$ cat src/hw/rtu_pkg.sv
// constants, types and field layout for the follower-side fieldbus framer
// Behaviour
// - one start bit, eight data bits, LSB first
// - parity plus one stop, or two stops
// - baud 2400 to 115200, default even parity
// - 3.5 character silence before a frame
// - 3.5 character silence after a frame
// - frame characters sent back to back
// - gap over 1.5 characters breaks frame
// - bytes within 3.5 appended, frame rejected
// - line watched except while replying, address decoded first
// - 8-bit address, zero broadcast, own matches
// - broadcast frames never answered
// - response carries own follower address
// - function byte must be 1 to FF
// - normal response echoes function code
// - exception sets function MSB, adds code
// - data bytes 00 to FF, any count; a reply always carries at least one
// - CRC over whole frame, besides parity
// - CRC low byte first, high byte last
// - CRC mismatch discards frame, no answer
// - supported function codes are flagged
package rtu_pkg;

  // system clock and line rates
  localparam int CLK_HZ = 25_000_000;
  localparam int BAUD_MIN = 2400;
  localparam int BAUD_MAX = 115200;
  localparam int BAUD_DEFAULT = 9600;
  localparam int DIV_W = 16;
  localparam logic [DIV_W-1:0] DIV_MIN = DIV_W'(CLK_HZ / BAUD_MAX);
  localparam logic [DIV_W-1:0] DIV_MAX = DIV_W'(CLK_HZ / BAUD_MIN);
  localparam logic [DIV_W-1:0] DIV_RESET = DIV_W'(CLK_HZ / BAUD_DEFAULT);

  // silence times in half-bit units, one character is eleven bits
  localparam int CHAR_BITS = 11;
  localparam logic [6:0] T15_HALF = 7'(CHAR_BITS * 3);
  localparam logic [6:0] T35_HALF = 7'(CHAR_BITS * 7);

  // frame contents
  localparam logic [7:0] BCAST_ADDR = 8'h00;
  localparam logic [7:0] EXC_FLAG = 8'h80;
  localparam logic [7:0] MIN_FRAME_LEN = 8'h04;
  localparam logic [15:0] CRC_PRESET = 16'hFFFF;
  localparam logic [15:0] CRC_POLY = 16'hA001;

  // register map, byte addresses
  localparam int AXI_AW = 8;
  localparam logic [AXI_AW-1:0] ADDR_CFG = 8'h00;
  localparam logic [AXI_AW-1:0] ADDR_DIV = 8'h04;
  localparam logic [AXI_AW-1:0] ADDR_STAT = 8'h08;
  localparam logic [AXI_AW-1:0] ADDR_CNT = 8'h0C;

  // configuration fields
  localparam int CFG_OWN_LSB = 0;
  localparam int CFG_PAR_LSB = 8;
  localparam int CFG_EN_BIT = 16;
  localparam logic [7:0] OWN_RESET = 8'h01;
  localparam logic EN_RESET = 1'b1;

  localparam logic [1:0] RESP_OKAY = 2'b00;
  localparam logic [1:0] RESP_DECERR = 2'b11;

  typedef enum logic [1:0] {
    PAR_EVEN = 2'h0,
    PAR_ODD = 2'h1,
    PAR_NONE = 2'h2
  } parity_t;

  localparam parity_t PAR_RESET = PAR_EVEN;

  typedef enum logic [2:0] {
    CH_IDLE = 3'b000,
    CH_START = 3'b001,
    CH_DATA = 3'b011,
    CH_PAR = 3'b010,
    CH_STOP = 3'b110,
    CH_STOP2 = 3'b111
  } char_state_t;

  typedef enum logic [2:0] {
    TF_IDLE = 3'b000,
    TF_ADDR = 3'b001,
    TF_FUNC = 3'b011,
    TF_DATA = 3'b010,
    TF_CRCL = 3'b110,
    TF_CRCH = 3'b111,
    TF_END = 3'b101
  } tx_frame_t;

endpackage

$ cat src/hw/rtu_crc_byte.sv
// one-byte step of the reflected 16-bit frame check
`timescale 1ns/1ps
module rtu_crc_byte
  import rtu_pkg::*;
(
  // running value and byte
  input wire logic [15:0] crc_in,
  input wire logic [7:0] byte_in,
  // updated value
  output logic [15:0] crc_out
);

  logic [15:0] stage [0:8];

  assign stage[0] = crc_in ^ {8'h00, byte_in};

  genvar i;
  generate
    for (i = 0; i < 8; i++) begin : g_bit
      assign stage[i+1] = stage[i][0] ? ((stage[i] >> 1) ^ CRC_POLY)
                                      : (stage[i] >> 1);
    end
  endgenerate

  assign crc_out = stage[8];

endmodule

$ cat src/hw/rtu_follower_framer.sv
// follower-side frame receiver and responder with register access
`timescale 1ns/1ps
module rtu_follower_framer
  import rtu_pkg::*;
(
  // clock and reset
  input wire logic sys_clk_in,
  input wire logic reset_in,
  // register bus
  input wire logic [AXI_AW-1:0] axi_awaddr_in,
  input wire logic axi_awvalid_in,
  output logic axi_awready_out,
  input wire logic [31:0] axi_wdata_in,
  input wire logic [3:0] axi_wstrb_in,
  input wire logic axi_wvalid_in,
  output logic axi_wready_out,
  output logic [1:0] axi_bresp_out,
  output logic axi_bvalid_out,
  input wire logic axi_bready_in,
  input wire logic [AXI_AW-1:0] axi_araddr_in,
  input wire logic axi_arvalid_in,
  output logic axi_arready_out,
  output logic [31:0] axi_rdata_out,
  output logic [1:0] axi_rresp_out,
  output logic axi_rvalid_out,
  input wire logic axi_rready_in,
  // serial line
  input wire logic rxd_in,
  output logic txd_out,
  output logic line_drive_out,
  // received frame to command handling
  output logic [7:0] cmd_byte_out,
  output logic cmd_byte_valid_out,
  output logic cmd_sof_out,
  output logic cmd_frame_ok_out,
  output logic cmd_frame_drop_out,
  output logic cmd_broadcast_out,
  output logic [7:0] cmd_func_out,
  output logic cmd_func_supported_out,
  // response from command handling
  input wire logic rsp_start_in,
  input wire logic rsp_exception_in,
  input wire logic [7:0] rsp_data_in,
  input wire logic rsp_last_in,
  input wire logic rsp_valid_in,
  output logic rsp_ready_out
);

  function automatic logic func_known(input logic [7:0] f);
    case (f)
      8'h01, 8'h03, 8'h05, 8'h06, 8'h0F, 8'h10, 8'h0B, 8'h11:
        func_known = 1'b1;
      default: func_known = 1'b0;
    endcase
  endfunction

  // ---------------- configuration ----------------
  logic [7:0] own_q;
  parity_t par_q;
  logic en_q;
  logic [DIV_W-1:0] div_q;
  logic [15:0] ok_cnt_q;
  logic [15:0] drop_cnt_q;

  // ---------------- register bus slave ----------------
  logic aw_held_q, w_held_q;
  logic [AXI_AW-1:0] aw_addr_q;
  logic [31:0] w_data_q;
  logic [3:0] w_strb_q;
  logic wr_go, cnt_clr;
  logic [31:0] cfg_word, wr_merge, rd_word;
  logic rd_hit;

  assign wr_go = aw_held_q && w_held_q && !axi_bvalid_out;
  assign cfg_word = {15'h0000, en_q, 6'h00, par_q, own_q};
  assign cnt_clr = wr_go && (aw_addr_q == ADDR_CNT);

  always_comb begin
    wr_merge = cfg_word;
    for (int b = 0; b < 4; b++) begin
      if (w_strb_q[b]) begin
        wr_merge[b*8 +: 8] = w_data_q[b*8 +: 8];
      end
    end
  end

  always_ff @(posedge sys_clk_in or posedge reset_in) begin
    if (reset_in) begin
      aw_held_q <= 1'b0;
      w_held_q <= 1'b0;
      aw_addr_q <= '0;
      w_data_q <= 32'h0000_0000;
      w_strb_q <= 4'h0;
      axi_awready_out <= 1'b0;
      axi_wready_out <= 1'b0;
      axi_bvalid_out <= 1'b0;
      axi_bresp_out <= RESP_OKAY;
    end else begin
      axi_awready_out <= !aw_held_q && !(axi_awvalid_in && axi_awready_out);
      axi_wready_out <= !w_held_q && !(axi_wvalid_in && axi_wready_out);
      if (axi_awvalid_in && axi_awready_out) begin
        aw_held_q <= 1'b1;
        aw_addr_q <= axi_awaddr_in;
      end
      if (axi_wvalid_in && axi_wready_out) begin
        w_held_q <= 1'b1;
        w_data_q <= axi_wdata_in;
        w_strb_q <= axi_wstrb_in;
      end
      if (wr_go) begin
        aw_held_q <= 1'b0;
        w_held_q <= 1'b0;
        axi_bvalid_out <= 1'b1;
        axi_bresp_out <= (aw_addr_q == ADDR_CFG || aw_addr_q == ADDR_DIV ||
                          aw_addr_q == ADDR_CNT) ? RESP_OKAY : RESP_DECERR;
      end else if (axi_bready_in) begin
        axi_bvalid_out <= 1'b0;
      end
    end
  end

  always_ff @(posedge sys_clk_in or posedge reset_in) begin
    if (reset_in) begin
      own_q <= OWN_RESET;
      par_q <= PAR_RESET;
      en_q <= EN_RESET;
      div_q <= DIV_RESET;
    end else if (wr_go && aw_addr_q == ADDR_CFG) begin
      own_q <= wr_merge[CFG_OWN_LSB +: 8];
      // an unused encoding falls back to the default format
      par_q <= (wr_merge[CFG_PAR_LSB +: 2] == 2'h3) ? PAR_RESET
               : parity_t'(wr_merge[CFG_PAR_LSB +: 2]);
      en_q <= wr_merge[CFG_EN_BIT];
    end else if (wr_go && aw_addr_q == ADDR_DIV) begin
      // clamp keeps the line inside the supported baud span
      if (w_data_q[DIV_W-1:0] < DIV_MIN) begin
        div_q <= DIV_MIN;
      end else if (w_data_q[DIV_W-1:0] > DIV_MAX) begin
        div_q <= DIV_MAX;
      end else begin
        div_q <= w_data_q[DIV_W-1:0];
      end
    end
  end

  // ---------------- receiver character engine ----------------
  logic rx_meta_q, rx_sync_q;
  char_state_t rx_st_q;
  logic [DIV_W-1:0] rx_cnt_q;
  logic [2:0] rx_bit_q;
  logic [7:0] rx_sh_q;
  logic rx_par_q, rx_perr_q;
  logic rc_done_q, rc_err_q;
  logic [7:0] rc_byte_q;
  logic line_drive_q;

  always_ff @(posedge sys_clk_in or posedge reset_in) begin
    if (reset_in) begin
      rx_meta_q <= 1'b1;
      rx_sync_q <= 1'b1;
    end else begin
      rx_meta_q <= rxd_in;
      rx_sync_q <= rx_meta_q;
    end
  end

  always_ff @(posedge sys_clk_in or posedge reset_in) begin
    if (reset_in) begin
      rx_st_q <= CH_IDLE;
      rx_cnt_q <= '0;
      rx_bit_q <= 3'h0;
      rx_sh_q <= 8'h00;
      rx_par_q <= 1'b0;
      rx_perr_q <= 1'b0;
      rc_done_q <= 1'b0;
      rc_err_q <= 1'b0;
      rc_byte_q <= 8'h00;
    end else begin
      rc_done_q <= 1'b0;
      if (!en_q || line_drive_q) begin
        // half duplex: own echo is not taken as input
        rx_st_q <= CH_IDLE;
      end else if (rx_st_q == CH_IDLE) begin
        if (!rx_sync_q) begin
          rx_st_q <= CH_START;
          rx_cnt_q <= div_q >> 1;
        end
      end else if (rx_cnt_q != '0) begin
        rx_cnt_q <= rx_cnt_q - 1'b1;
      end else begin
        rx_cnt_q <= div_q - 1'b1;
        case (rx_st_q)
          CH_START: begin
            rx_st_q <= rx_sync_q ? CH_IDLE : CH_DATA;
            rx_bit_q <= 3'h0;
            rx_par_q <= 1'b0;
            rx_perr_q <= 1'b0;
          end
          CH_DATA: begin
            rx_sh_q <= {rx_sync_q, rx_sh_q[7:1]};
            rx_par_q <= rx_par_q ^ rx_sync_q;
            rx_bit_q <= rx_bit_q + 3'h1;
            if (rx_bit_q == 3'h7) begin
              rx_st_q <= (par_q == PAR_NONE) ? CH_STOP : CH_PAR;
            end
          end
          CH_PAR: begin
            rx_perr_q <= (rx_par_q ^ rx_sync_q) != (par_q == PAR_ODD);
            rx_st_q <= CH_STOP;
          end
          CH_STOP: begin
            // a second stop bit reads as idle line, so it is not checked
            rc_done_q <= 1'b1;
            rc_byte_q <= rx_sh_q;
            rc_err_q <= rx_perr_q || !rx_sync_q;
            rx_st_q <= CH_IDLE;
          end
          default: rx_st_q <= CH_IDLE;
        endcase
      end
    end
  end

  // ---------------- line silence timer ----------------
  logic busy;
  logic [DIV_W-1:0] ht_cnt_q;
  logic [6:0] sil_q;
  logic gap15, gap35;

  assign busy = (rx_st_q != CH_IDLE) || line_drive_q || !en_q;
  assign gap15 = sil_q > T15_HALF;
  assign gap35 = sil_q >= T35_HALF;

  always_ff @(posedge sys_clk_in or posedge reset_in) begin
    if (reset_in) begin
      ht_cnt_q <= '0;
      sil_q <= 7'h00;
    end else if (busy) begin
      ht_cnt_q <= div_q >> 1;
      sil_q <= 7'h00;
    end else if (ht_cnt_q == '0) begin
      ht_cnt_q <= div_q >> 1;
      if (!gap35) begin
        sil_q <= sil_q + 7'h01;
      end
    end else begin
      ht_cnt_q <= ht_cnt_q - 1'b1;
    end
  end

  // ---------------- frame tracking ----------------
  logic synced_q, frm_act_q, frm_brk_q, frm_hit_q, gap_seen_q;
  logic [7:0] frm_len_q;
  logic [15:0] rx_crc_q, rx_crc_nx;
  logic frm_end, frm_good, take_char;

  rtu_crc_byte u_rx_crc (
    .crc_in(frm_act_q ? rx_crc_q : CRC_PRESET),
    .byte_in(rc_byte_q),
    .crc_out(rx_crc_nx)
  );

  assign take_char = rc_done_q && (frm_act_q || synced_q);
  assign frm_end = frm_act_q && gap35;
  assign frm_good = !frm_brk_q && (frm_len_q >= MIN_FRAME_LEN) &&
                    (rx_crc_q == 16'h0000) &&
                    (cmd_func_out != 8'h00);

  always_ff @(posedge sys_clk_in or posedge reset_in) begin
    if (reset_in) begin
      synced_q <= 1'b0;
      frm_act_q <= 1'b0;
      frm_brk_q <= 1'b0;
      frm_hit_q <= 1'b0;
      gap_seen_q <= 1'b0;
      frm_len_q <= 8'h00;
      rx_crc_q <= CRC_PRESET;
      cmd_byte_out <= 8'h00;
      cmd_byte_valid_out <= 1'b0;
      cmd_sof_out <= 1'b0;
      cmd_frame_ok_out <= 1'b0;
      cmd_frame_drop_out <= 1'b0;
      cmd_broadcast_out <= 1'b0;
      cmd_func_out <= 8'h00;
      cmd_func_supported_out <= 1'b0;
    end else begin
      cmd_byte_valid_out <= take_char;
      cmd_sof_out <= take_char && !frm_act_q;
      cmd_frame_ok_out <= frm_end && frm_hit_q && frm_good;
      cmd_frame_drop_out <= frm_end && frm_hit_q && !frm_good;
      if (!en_q) begin
        synced_q <= 1'b0;
        frm_act_q <= 1'b0;
      end else if (gap35) begin
        synced_q <= 1'b1;
      end
      if (frm_act_q && gap15) begin
        gap_seen_q <= 1'b1;
      end
      if (take_char) begin
        cmd_byte_out <= rc_byte_q;
        rx_crc_q <= rx_crc_nx;
        if (!frm_act_q) begin
          frm_act_q <= 1'b1;
          frm_len_q <= 8'h01;
          frm_brk_q <= rc_err_q;
          gap_seen_q <= 1'b0;
          frm_hit_q <= (rc_byte_q == own_q) ||
                       (rc_byte_q == BCAST_ADDR);
          cmd_broadcast_out <= rc_byte_q == BCAST_ADDR;
        end else begin
          // late bytes join the old frame, which then cannot pass
          frm_brk_q <= frm_brk_q || rc_err_q || gap_seen_q;
          if (frm_len_q != 8'hFF) begin
            frm_len_q <= frm_len_q + 8'h01;
          end
          if (frm_len_q == 8'h01) begin
            cmd_func_out <= rc_byte_q;
            cmd_func_supported_out <= func_known(rc_byte_q);
          end
        end
      end else if (frm_end) begin
        frm_act_q <= 1'b0;
      end
    end
  end

  always_ff @(posedge sys_clk_in or posedge reset_in) begin
    if (reset_in) begin
      ok_cnt_q <= 16'h0000;
      drop_cnt_q <= 16'h0000;
    end else begin
      // a count landing in the clearing cycle is kept
      ok_cnt_q <= (cnt_clr ? 16'h0000 : ok_cnt_q) +
                  {15'h0000, cmd_frame_ok_out};
      drop_cnt_q <= (cnt_clr ? 16'h0000 : drop_cnt_q) +
                    {15'h0000, cmd_frame_drop_out};
    end
  end

  // ---------------- responder ----------------
  tx_frame_t tf_q;
  char_state_t tx_st_q;
  logic armed_q, exc_q, tx_par_q;
  logic [DIV_W-1:0] tx_cnt_q;
  logic [2:0] tx_bit_q;
  logic [7:0] tx_sh_q, ld_byte;
  logic [15:0] tx_crc_q, tx_crc_nx;
  logic ld_go, ld_crc;

  rtu_crc_byte u_tx_crc (
    .crc_in(tx_crc_q),
    .byte_in(ld_byte),
    .crc_out(tx_crc_nx)
  );

  always_comb begin
    ld_byte = 8'h00;
    ld_go = 1'b0;
    ld_crc = 1'b0;
    if (tx_st_q == CH_IDLE) begin
      case (tf_q)
        TF_ADDR: begin
          ld_byte = own_q;
          ld_go = 1'b1;
          ld_crc = 1'b1;
        end
        TF_FUNC: begin
          ld_byte = exc_q ? (cmd_func_out | EXC_FLAG)
                          : cmd_func_out;
          ld_go = 1'b1;
          ld_crc = 1'b1;
        end
        TF_DATA: begin
          ld_byte = rsp_data_in;
          ld_go = rsp_valid_in && rsp_ready_out;
          ld_crc = ld_go;
        end
        TF_CRCL: begin
          ld_byte = tx_crc_q[7:0];
          ld_go = 1'b1;
        end
        TF_CRCH: begin
          ld_byte = tx_crc_q[15:8];
          ld_go = 1'b1;
        end
        default: ld_go = 1'b0;
      endcase
    end
  end

  always_ff @(posedge sys_clk_in or posedge reset_in) begin
    if (reset_in) begin
      armed_q <= 1'b0;
      exc_q <= 1'b0;
      tf_q <= TF_IDLE;
      tx_crc_q <= CRC_PRESET;
      rsp_ready_out <= 1'b0;
      line_drive_q <= 1'b0;
    end else begin
      if (cmd_frame_ok_out && !cmd_broadcast_out) begin
        armed_q <= 1'b1;
      end else if (take_char || tf_q != TF_IDLE) begin
        armed_q <= 1'b0;
      end
      rsp_ready_out <= (tf_q == TF_DATA) && (tx_st_q == CH_IDLE) &&
                       !(rsp_valid_in && rsp_ready_out);
      if (ld_crc) begin
        tx_crc_q <= tx_crc_nx;
      end
      case (tf_q)
        TF_IDLE: begin
          // answer only after a full quiet period on the line
          if (rsp_start_in && armed_q && gap35 && !frm_act_q) begin
            tf_q <= TF_ADDR;
            exc_q <= rsp_exception_in;
            tx_crc_q <= CRC_PRESET;
            line_drive_q <= 1'b1;
          end
        end
        TF_ADDR: tf_q <= ld_go ? TF_FUNC : TF_ADDR;
        TF_FUNC: tf_q <= ld_go ? TF_DATA : TF_FUNC;
        TF_DATA: begin
          if (ld_go && rsp_last_in) begin
            tf_q <= TF_CRCL;
          end
        end
        TF_CRCL: tf_q <= ld_go ? TF_CRCH : TF_CRCL;
        TF_CRCH: tf_q <= ld_go ? TF_END : TF_CRCH;
        TF_END: begin
          if (tx_st_q == CH_IDLE) begin
            tf_q <= TF_IDLE;
            line_drive_q <= 1'b0;
          end
        end
        default: tf_q <= TF_IDLE;
      endcase
    end
  end

  assign line_drive_out = line_drive_q;

  // next byte is fetched one cycle after the stop count ends, two for data bytes: the stop bit runs one or two clocks over a bit time
  always_ff @(posedge sys_clk_in or posedge reset_in) begin
    if (reset_in) begin
      tx_st_q <= CH_IDLE;
      tx_cnt_q <= '0;
      tx_bit_q <= 3'h0;
      tx_sh_q <= 8'h00;
      tx_par_q <= 1'b0;
      txd_out <= 1'b1;
    end else if (tx_st_q == CH_IDLE) begin
      txd_out <= 1'b1;
      if (ld_go) begin
        tx_st_q <= CH_START;
        tx_sh_q <= ld_byte;
        tx_par_q <= ^ld_byte;
        tx_cnt_q <= div_q - 1'b1;
        tx_bit_q <= 3'h0;
        txd_out <= 1'b0;
      end
    end else if (tx_cnt_q != '0) begin
      tx_cnt_q <= tx_cnt_q - 1'b1;
    end else begin
      tx_cnt_q <= div_q - 1'b1;
      case (tx_st_q)
        CH_START: begin
          tx_st_q <= CH_DATA;
          txd_out <= tx_sh_q[0];
        end
        CH_DATA: begin
          tx_sh_q <= tx_sh_q >> 1;
          tx_bit_q <= tx_bit_q + 3'h1;
          if (tx_bit_q != 3'h7) begin
            txd_out <= tx_sh_q[1];
          end else if (par_q == PAR_NONE) begin
            tx_st_q <= CH_STOP2;
            txd_out <= 1'b1;
          end else begin
            tx_st_q <= CH_PAR;
            txd_out <= tx_par_q ^ (par_q == PAR_ODD);
          end
        end
        CH_PAR: begin
          tx_st_q <= CH_STOP;
          txd_out <= 1'b1;
        end
        CH_STOP2: begin
          tx_st_q <= CH_STOP;
          txd_out <= 1'b1;
        end
        CH_STOP: tx_st_q <= CH_IDLE;
        default: tx_st_q <= CH_IDLE;
      endcase
    end
  end

  // ---------------- read channel ----------------
  always_comb begin
    rd_hit = 1'b1;
    case (axi_araddr_in)
      ADDR_CFG: rd_word = cfg_word;
      ADDR_DIV: rd_word = {{(32-DIV_W){1'b0}}, div_q};
      ADDR_STAT: rd_word = {24'h000000, cmd_func_out[3:0], armed_q,
                            line_drive_q, frm_act_q, synced_q};
      ADDR_CNT: rd_word = {drop_cnt_q, ok_cnt_q};
      default: begin
        rd_word = 32'h0000_0000;
        rd_hit = 1'b0;
      end
    endcase
  end

  always_ff @(posedge sys_clk_in or posedge reset_in) begin
    if (reset_in) begin
      axi_arready_out <= 1'b0;
      axi_rvalid_out <= 1'b0;
      axi_rdata_out <= 32'h0000_0000;
      axi_rresp_out <= RESP_OKAY;
    end else begin
      axi_arready_out <= !axi_rvalid_out &&
                         !(axi_arvalid_in && axi_arready_out);
      if (axi_arvalid_in && axi_arready_out) begin
        axi_rvalid_out <= 1'b1;
        axi_rdata_out <= rd_word;
        axi_rresp_out <= rd_hit ? RESP_OKAY : RESP_DECERR;
      end else if (axi_rready_in) begin
        axi_rvalid_out <= 1'b0;
      end
    end
  end

endmodule

$ cat config.mk
export PLATFORM = sky130hd
export DESIGN_NAME = rtu_follower_framer
export DESIGN_NICKNAME = d
export VERILOG_FILES = /design/src/hw/rtu_pkg.sv /design/src/hw/rtu_crc_byte.sv /design/src/hw/rtu_follower_framer.sv
export SDC_FILE = /design/constraint.sdc
export NUM_CORES = 1
export LEC_CHECK = 0
export ABC_AREA = 1
export BUFFER_PORTS_ARGS = -buffer_cell sky130_fd_sc_hd__buf_2
export CAP_MARGIN = 20
export CORE_AREA = 2 2 172 174
export CTS_BUF_LIST = sky130_fd_sc_hd__clkbuf_4 sky130_fd_sc_hd__clkbuf_8 sky130_fd_sc_hd__clkbuf_16
export DETAILED_ROUTE_END_ITERATION = 16
export DIE_AREA = 0 0 174 176
export GPL_TIMING_DRIVEN = 0
export PLACE_DENSITY_LB_ADDON = 0.3
export RECOVER_POWER = 25
export SYNTH_ARGS = -nofsm -noshare
export SYNTH_HDL_FRONTEND = slang
export SYNTH_SLANG_ARGS = --single-unit
$ cat constraint.sdc
create_clock -name sys_clk_in -period 11.4 [get_ports sys_clk_in]
set_input_delay 1.71 -clock sys_clk_in [delete_from_list [all_inputs] [get_ports sys_clk_in]]
set_output_delay 1.71 -clock sys_clk_in [all_outputs]
set_load 0.01 [all_outputs]
* Word level (Yosys, flattened, before mapping)
Memories as Yosys holds them, arrays and structs flattened. Index checks and enable logic that the tools add are counted.
Word-level totals: register bits after elaboration 303, latch bits 0, memory bits (writable) 0, bits in read-only memories 32, input bits 72, output and inout port bits 66, memories 1
Cells by class: $add $sub $neg 10, multipliers 0, divide/modulo/power cells 0, order comparisons 5, equality and inequality tests 41, shift-type cells 0, multiplexer cells 117, bitwise gates (word level) 25, reductions and logical operators 104
Memory list:
- (name not given) | depth 32, width 1, rd ports 1, clocked after Yosys merged registers in 0, write ports 0, RTL line rtu_follower_framer.sv:50 | case (f)
Operator list (number):
- $mux 16 | 32
- $pmux 32 s4 | 1
- $mux 8 | 8
- $sub 16x1->16 const B | 4
- $mux 3 | 18
- $not 2->3 | 16
- $pmux 8 s5 | 1
- $mux 1 | 37
- $add 16x1->16 | 2
- $logic_not 16->1 | 2
- $reduce_bool 16->1 | 2
- $xor 16x8->16 | 2
- $logic_and 1x1->1 | 29
- $eq 8x4->1 const B | 3
- $logic_not 8->1 | 3
- $mux 7 | 3
- $pmux 3 s7 | 1
- $reduce_and 2->1 | 10
- $reduce_bool 2->1 | 10
- $eq 3x2->1 const B | 6
- $eq 3x3->1 const B | 6
- $pmux 3 s3 | 2
- $reduce_and 3->1 | 6
- $eq 8x3->1 const B | 2
- 35 further kinds | 96

* Longest topological paths before layout
depth in word-level cells 23, gate-level depth with buffers 21

* Modules after synthesis
From an unflattened synthesis, not the netlist that was laid out.
Unflattened totals: cell total of the unflattened synthesis 2119, area, all modules 16659.7 um2
By module, submodules not included:
- rtu_follower_framer | instances 1, cells each 1963, area each 15648.8 um2, seq. area each 7584.8 um2
- rtu_crc_byte | instances 2, cells each 78, area each 505.5 um2, seq. area each 0.0 um2

* Least setup slack after synthesis
OpenSTA, ideal clock, no wires.
path kind input-to-reg, start point in axi_araddr_in[5], end point reg axi_rdata_out[0], library setup time 0.066 ns, arrival time 3.130 ns, data required time 11.334 ns, slack 8.204 ns, stages on the path 8, buffers on the path 1, cell sequence nor4_2 > inv_1 > nor4_1 > inv_1 > buf_2 > o22ai_1 > o21ai_0 > nand2_1
Between the ends: word-level cells in the longest chain between the ends 2
RTL lines:
- start: declaration | RTL line rtu_follower_framer.sv:20 | input wire logic [AXI_AW-1:0] axi_araddr_in,
- $eq 8x4->1 (tied with other cells) | RTL line rtu_follower_framer.sv:501 | case (axi_araddr_in)
- $pmux 32 s4 (*) | RTL line rtu_follower_framer.sv:501
- end signal: assignment | RTL line rtu_follower_framer.sv:525 | axi_rdata_out <= rd_word;
- end: declaration | RTL line rtu_follower_framer.sv:23 | output logic [31:0] axi_rdata_out,
Every way passes the cells marked *; elsewhere a longest branch is shown, timed or not. A chain may end at the register's enable or synchronous reset.

==> summary.md <==
Yosys mapped the design onto 60 distinct sky130hd cell types. After the last flow step, the layout net total stands at 2175. The largest registers in the layout are axi_rdata_out: 32 flops, w_data_q: 17 flops. The die width works out to 174 um. The starting density of the core is 54.9%, and the buffers inserted during post-CTS setup optimization is 0. The fraction of the mapped netlist area in simple logic gates was 21.9%.

The tools report the number of clock buffers inserted by TritonCTS as 35. In this run the register-to-register setup slack is 7.70 ns. The die covers 0.0306 mm^2.

Ranked by flip-flop count, first place goes to axi_rdata_out. The hold-critical path depth works out to 0. The run gives 8.77 nW as the leakage power figure. In this run the clock root is driven by a sky130_fd_sc_hd__clkbuf_16. The logs give 0 for the number of buffers added to fix hold violations after cts and 0 for the number of antenna violations at the first check in global routing. Clock latency on the worst-skew pair: 0.53 ns. Of the total power, the clock network draws 37.9%. The end of the worst register-to-register path was drop_cnt_q[14]$_DFF_PP0_.

The routed design has 44500 um of wire. Setup repair after global routing left no endpoint under its margin. Via count of the first global-routing pass: 13800.

The timing startpoint of the critical path was reset_in. During placement, the flow inserted port buffers numbering 121. The number of nets in the synthesized netlist is 2015.

Peak supply drop: 0.120 mV. Placer's final routability congestion estimate: 0.935. Height of the die: 176 um. Across all layers, the routed design uses 14200 vias. Global routing used 29.3% of the available tracks. The post-synthesis average cell area was 8.16 um^2; the share of total power consumed by net switching was 33.1%. The number of flip-flops in the largest register was 32; the path depth of the worst reg2reg path was 15. The path class of the tightest hold or removal check is flip-flop to flip-flop. The post-synthesis share of cell area spent on full adders, half adders and majority gates is 1.76%. The final number of setup-violating endpoints is 0, and the number of sinks driven by the clock tree is 301. Summed over all nets, the switching power comes to 1.05 mW. The number of max-cap violations came out at 1. The average wire per standard cell was 17.9 um.

In this run the cell area of the synthesized design comes to 0.0157 mm^2. Of the cells placed in the final design, the portion with a size suffix greater than 1 is 14.5%. The flow ran to the end, but the final reports show violations.

TritonCTS built the clock tree. The logs give 40.4% for the power share of the sequential group and 71900 um for the wire length of the first global-routing pass. OpenSTA, run right after detailed placement, puts the worst setup slack at 7.33 ns. STA classifies the critical path endpoint as an async pin. Predominant post-synthesis flop cell: sky130_fd_sc_hd__dfrtp_1. The worst clock skew came out at 0.0214 ns.

Number of enable-type register cells in the synthesized netlist: 0. The total count of max-transition violations in the final report was 70; the fraction of synthesized cell area in xor and xnor cells was 4.74%. Pin placement for this block handled 138 I/O pins. The setup slack of the critical path after layout was 7.70 ns. The remaining routing DRC violations is 0, and the share of the clock period used by the worst path is 32.5%. The run gives 62 as the count of standard-cell rows.

The number of search-and-repair iterations in the first detailed-routing pass is 7. In this run the power density over the cells is 175 mW/mm^2. The worst register-to-register path begins at w_held_q$_DFFE_PP0P_. Data on the critical path is required at its endpoint by 11.99 ns. Fill cells in the final layout number 2444.

In this run the number of H-tree levels came out at 2. After clock tree synthesis, the clock-pin slew on the worst setup and hold paths is 0.06 ns. The number of register bits inferred by synthesis is 301, and the core box area is 0.0285 mm^2. The repair_antennas step left the layout with diodes totalling 0. The tools report the register area share after synthesis as 48.4%. The tools report the hold path startpoint as rx_meta_q$_DFF_PP1_.

After synthesis, the largest family of logic cells by area is simple AND/OR/NAND/NOR gates. After the first detailed-routing iteration, the DRC count stood at 1365. The checks that failed: capacitance limit, slew limit. After legalization and detailed placement, the total HPWL measured 32600 um.

The part of the total power dissipated in combinational logic is 21.7%, and the number of warnings issued by yosys is 0. For this run the aggregate overflow at the end of global routing stands at 0. The critical path in this run is classified as input port to async pin.

The path with the worst hold slack has its endpoint at rx_sync_q$_DFF_PP1_. In the synthesized netlist the async set-or-reset flop fraction comes to 100%. The post-synthesis to final-layout area growth works out to 15.2%.

Setup total negative slack on the finished layout was measured at 0 ns. The clock tree buffer depth was 3; the remaining antenna violation count was 0. The final number of hold-violating endpoints was 0; the mux contribution to synthesized area was 0.702%. For the timing-limited maximum frequency, the log shows 270 MHz. Using the TritonRoute via totals, the vias-per-cell ratio works out to 5.69.

The fraction of the mapped netlist area in compound gates was 14.6%. Along the worst path, the maximum fanout reaches 114. The instance count of the mapped netlist was 1921; the worst relative slew slack was -120%.

Cell internal power was estimated by the tool at 2.12 mW. Time the worst path needs with I/O delays and setup: 3.70 ns. At the pin with the least slew margin, the transition time is 3.29 ns. STA puts the critical path data arrival time at 4.30 ns. Entering global routing, the biggest net connects 119 pins. Startpoint class of the critical path: an input port.

The tools report the post-cts resize count as 0.
## through the flow
stage	hold WS [ns]	instances	total power, mW	utilization, %	instance area (um^2)
after floorplan	0.345	1921	1.72	-	15700
after global placement	0.347	2426	1.95	58.7	16800
after detailed placement	0.351	2428	1.96	59.0	16800
after CTS	0.380	2491	3.17	63.3	18100
after global routing	0.388	2491	3.32	63.3	18100
final	0.371	2491	3.17	63.3	18100
## worst max-delay path by stage
stage               cells past startpoint  slack [ns]                           end
floorplan                               1        1.44           armed_q$_DFFE_PP0P_
global placement                        2       -1.87             exc_q$_DFFE_PP0P_
detailed placement                      9        7.33  axi_rdata_out[0]$_DFFE_PP0P_
CTS                                    16        7.83        ok_cnt_q[14]$_DFF_PP0_
global route                            2        7.20          sil_q[4]$_DFFE_PP0P_
finish                                  3        7.70       tx_cnt_q[2]$_DFFE_PP0N_
## critical path, cell delays in order
cell                         delay, ns
sky130_fd_sc_hd__buf_2            0.10
sky130_fd_sc_hd__clkinvlp_2       1.85
sky130_fd_sc_hd__buf_16           0.43
## placed cells by master, fill, tap and decap left out, types with 6 or more instances in the layout
| cell type | instances |
|---|---|
| sky130_fd_sc_hd__nand2_1 | 398 |
| sky130_fd_sc_hd__dfrtp_1 | 259 |
| sky130_fd_sc_hd__inv_1 | 248 |
| sky130_fd_sc_hd__nor2_1 | 183 |
| sky130_fd_sc_hd__o21ai_0 | 179 |
| sky130_fd_sc_hd__buf_2 | 127 |
| sky130_fd_sc_hd__a21oi_1 | 97 |
| sky130_fd_sc_hd__nand3_1 | 90 |
| sky130_fd_sc_hd__xor2_1 | 63 |
| sky130_fd_sc_hd__dfstp_2 | 42 |
| sky130_fd_sc_hd__clkbuf_1 | 35 |
| sky130_fd_sc_hd__nor3_1 | 35 |
| sky130_fd_sc_hd__clkbuf_16 | 35 |
| sky130_fd_sc_hd__o211ai_1 | 30 |
| sky130_fd_sc_hd__o22ai_1 | 29 |
| sky130_fd_sc_hd__ha_1 | 22 |
| sky130_fd_sc_hd__nand4_1 | 21 |
| sky130_fd_sc_hd__nand2_2 | 20 |
| sky130_fd_sc_hd__xnor2_1 | 20 |
| sky130_fd_sc_hd__o31ai_1 | 18 |
| sky130_fd_sc_hd__nor4_1 | 15 |
| sky130_fd_sc_hd__a22oi_1 | 13 |
| sky130_fd_sc_hd__inv_2 | 9 |
| sky130_fd_sc_hd__a31oi_1 | 9 |
| sky130_fd_sc_hd__mux2_2 | 8 |
| sky130_fd_sc_hd__clkinv_2 | 8 |
| sky130_fd_sc_hd__nand3_2 | 6 |
| sky130_fd_sc_hd__nor3_2 | 6 |
| sky130_fd_sc_hd__clkbuf_8 | 6 |
## power by group through the flow
| stage | clock network [mW] | logic [mW] | registers [mW] |
|---|---|---|---|
| 2_1_floorplan | 0 | 0.467 | 1.25 |
| 3_3_place_gp | 0 | 0.660 | 1.29 |
| 3_5_place_dp | 0 | 0.673 | 1.29 |
| 4_1_cts | 1.22 | 0.680 | 1.27 |
| 5_1_grt | 1.26 | 0.771 | 1.29 |
| 6_report | 1.20 | 0.687 | 1.28 |
## per-layer routing
metal | GRT usage, % | up-vias | part of all wire [%]
li1 | - | 6646 | -
met1 | 40.3 | 6842 | 43
met2 | 46.9 | 574 | 46
met3 | 5.08 | 109 | 7.9
met4 | 11.1 | 0 | 3.9
met5 | 0.962 | - | 0
## logic make-up after synthesis
family          Yosys count
simple gates            790
compound gates          400
flops                   301
buf+inv                 314
mux                      10
fa+ha+maj                22
xor+xnor                 84
## synth_stat cells, types with 2 or more instances
| cell | instances | area [um^2] |
|---|---|---|
| sky130_fd_sc_hd__a21oi_1 | 97 | 485 |
| sky130_fd_sc_hd__a221oi_1 | 3 | 26.3 |
| sky130_fd_sc_hd__a22oi_1 | 13 | 97.6 |
| sky130_fd_sc_hd__a31oi_1 | 9 | 56.3 |
| sky130_fd_sc_hd__buf_1 | 3 | 11.3 |
| sky130_fd_sc_hd__buf_2 | 7 | 35.0 |
| sky130_fd_sc_hd__buf_4 | 3 | 22.5 |
| sky130_fd_sc_hd__buf_6 | 3 | 33.8 |
| sky130_fd_sc_hd__clkbuf_1 | 34 | 128 |
| sky130_fd_sc_hd__clkinv_1 | 3 | 11.3 |
| sky130_fd_sc_hd__dfrtp_1 | 259 | 6480 |
| sky130_fd_sc_hd__dfstp_2 | 42 | 1100 |
| sky130_fd_sc_hd__ha_1 | 22 | 275 |
| sky130_fd_sc_hd__inv_1 | 249 | 935 |
| sky130_fd_sc_hd__inv_2 | 9 | 33.8 |
| sky130_fd_sc_hd__mux2_2 | 8 | 90.1 |
| sky130_fd_sc_hd__mux2i_1 | 2 | 20.0 |
| sky130_fd_sc_hd__nand2_1 | 397 | 1490 |
| sky130_fd_sc_hd__nand2_2 | 21 | 131 |
| sky130_fd_sc_hd__nand3_1 | 90 | 450 |
| sky130_fd_sc_hd__nand3_2 | 6 | 60.1 |
| sky130_fd_sc_hd__nand3b_1 | 3 | 22.5 |
| sky130_fd_sc_hd__nand4_1 | 21 | 131 |
| sky130_fd_sc_hd__nor2_1 | 183 | 687 |
| sky130_fd_sc_hd__nor2_2 | 3 | 18.8 |
| sky130_fd_sc_hd__nor2_4 | 3 | 33.8 |
| sky130_fd_sc_hd__nor3_1 | 35 | 175 |
| sky130_fd_sc_hd__nor3_2 | 6 | 60.1 |
| sky130_fd_sc_hd__nor4_1 | 15 | 93.8 |
| sky130_fd_sc_hd__o211ai_1 | 30 | 225 |
| sky130_fd_sc_hd__o21ai_0 | 179 | 896 |
| sky130_fd_sc_hd__o21bai_1 | 2 | 15.0 |
| sky130_fd_sc_hd__o221ai_1 | 3 | 26.3 |
| sky130_fd_sc_hd__o22ai_1 | 29 | 181 |
| sky130_fd_sc_hd__o311ai_0 | 5 | 43.8 |
| sky130_fd_sc_hd__o31ai_1 | 18 | 135 |
| sky130_fd_sc_hd__o41ai_1 | 2 | 17.5 |
| sky130_fd_sc_hd__xnor2_1 | 20 | 175 |
| sky130_fd_sc_hd__xor2_1 | 63 | 552 |
## layout make-up
cell class	count	area, um^2	share of cell area (%)
well taps	384	480	2.66
flip-flops and latches	301	7580	42.0
repair buffers	123	661	3.66
plain buffers	52	249	1.38
clock buffers	45	988	5.47
multi-input cells	1306	6860	38.0
clock inverters	18	262	1.45
inverters	262	987	5.46
Note: power is estimated with default switching activity, not from simulation.
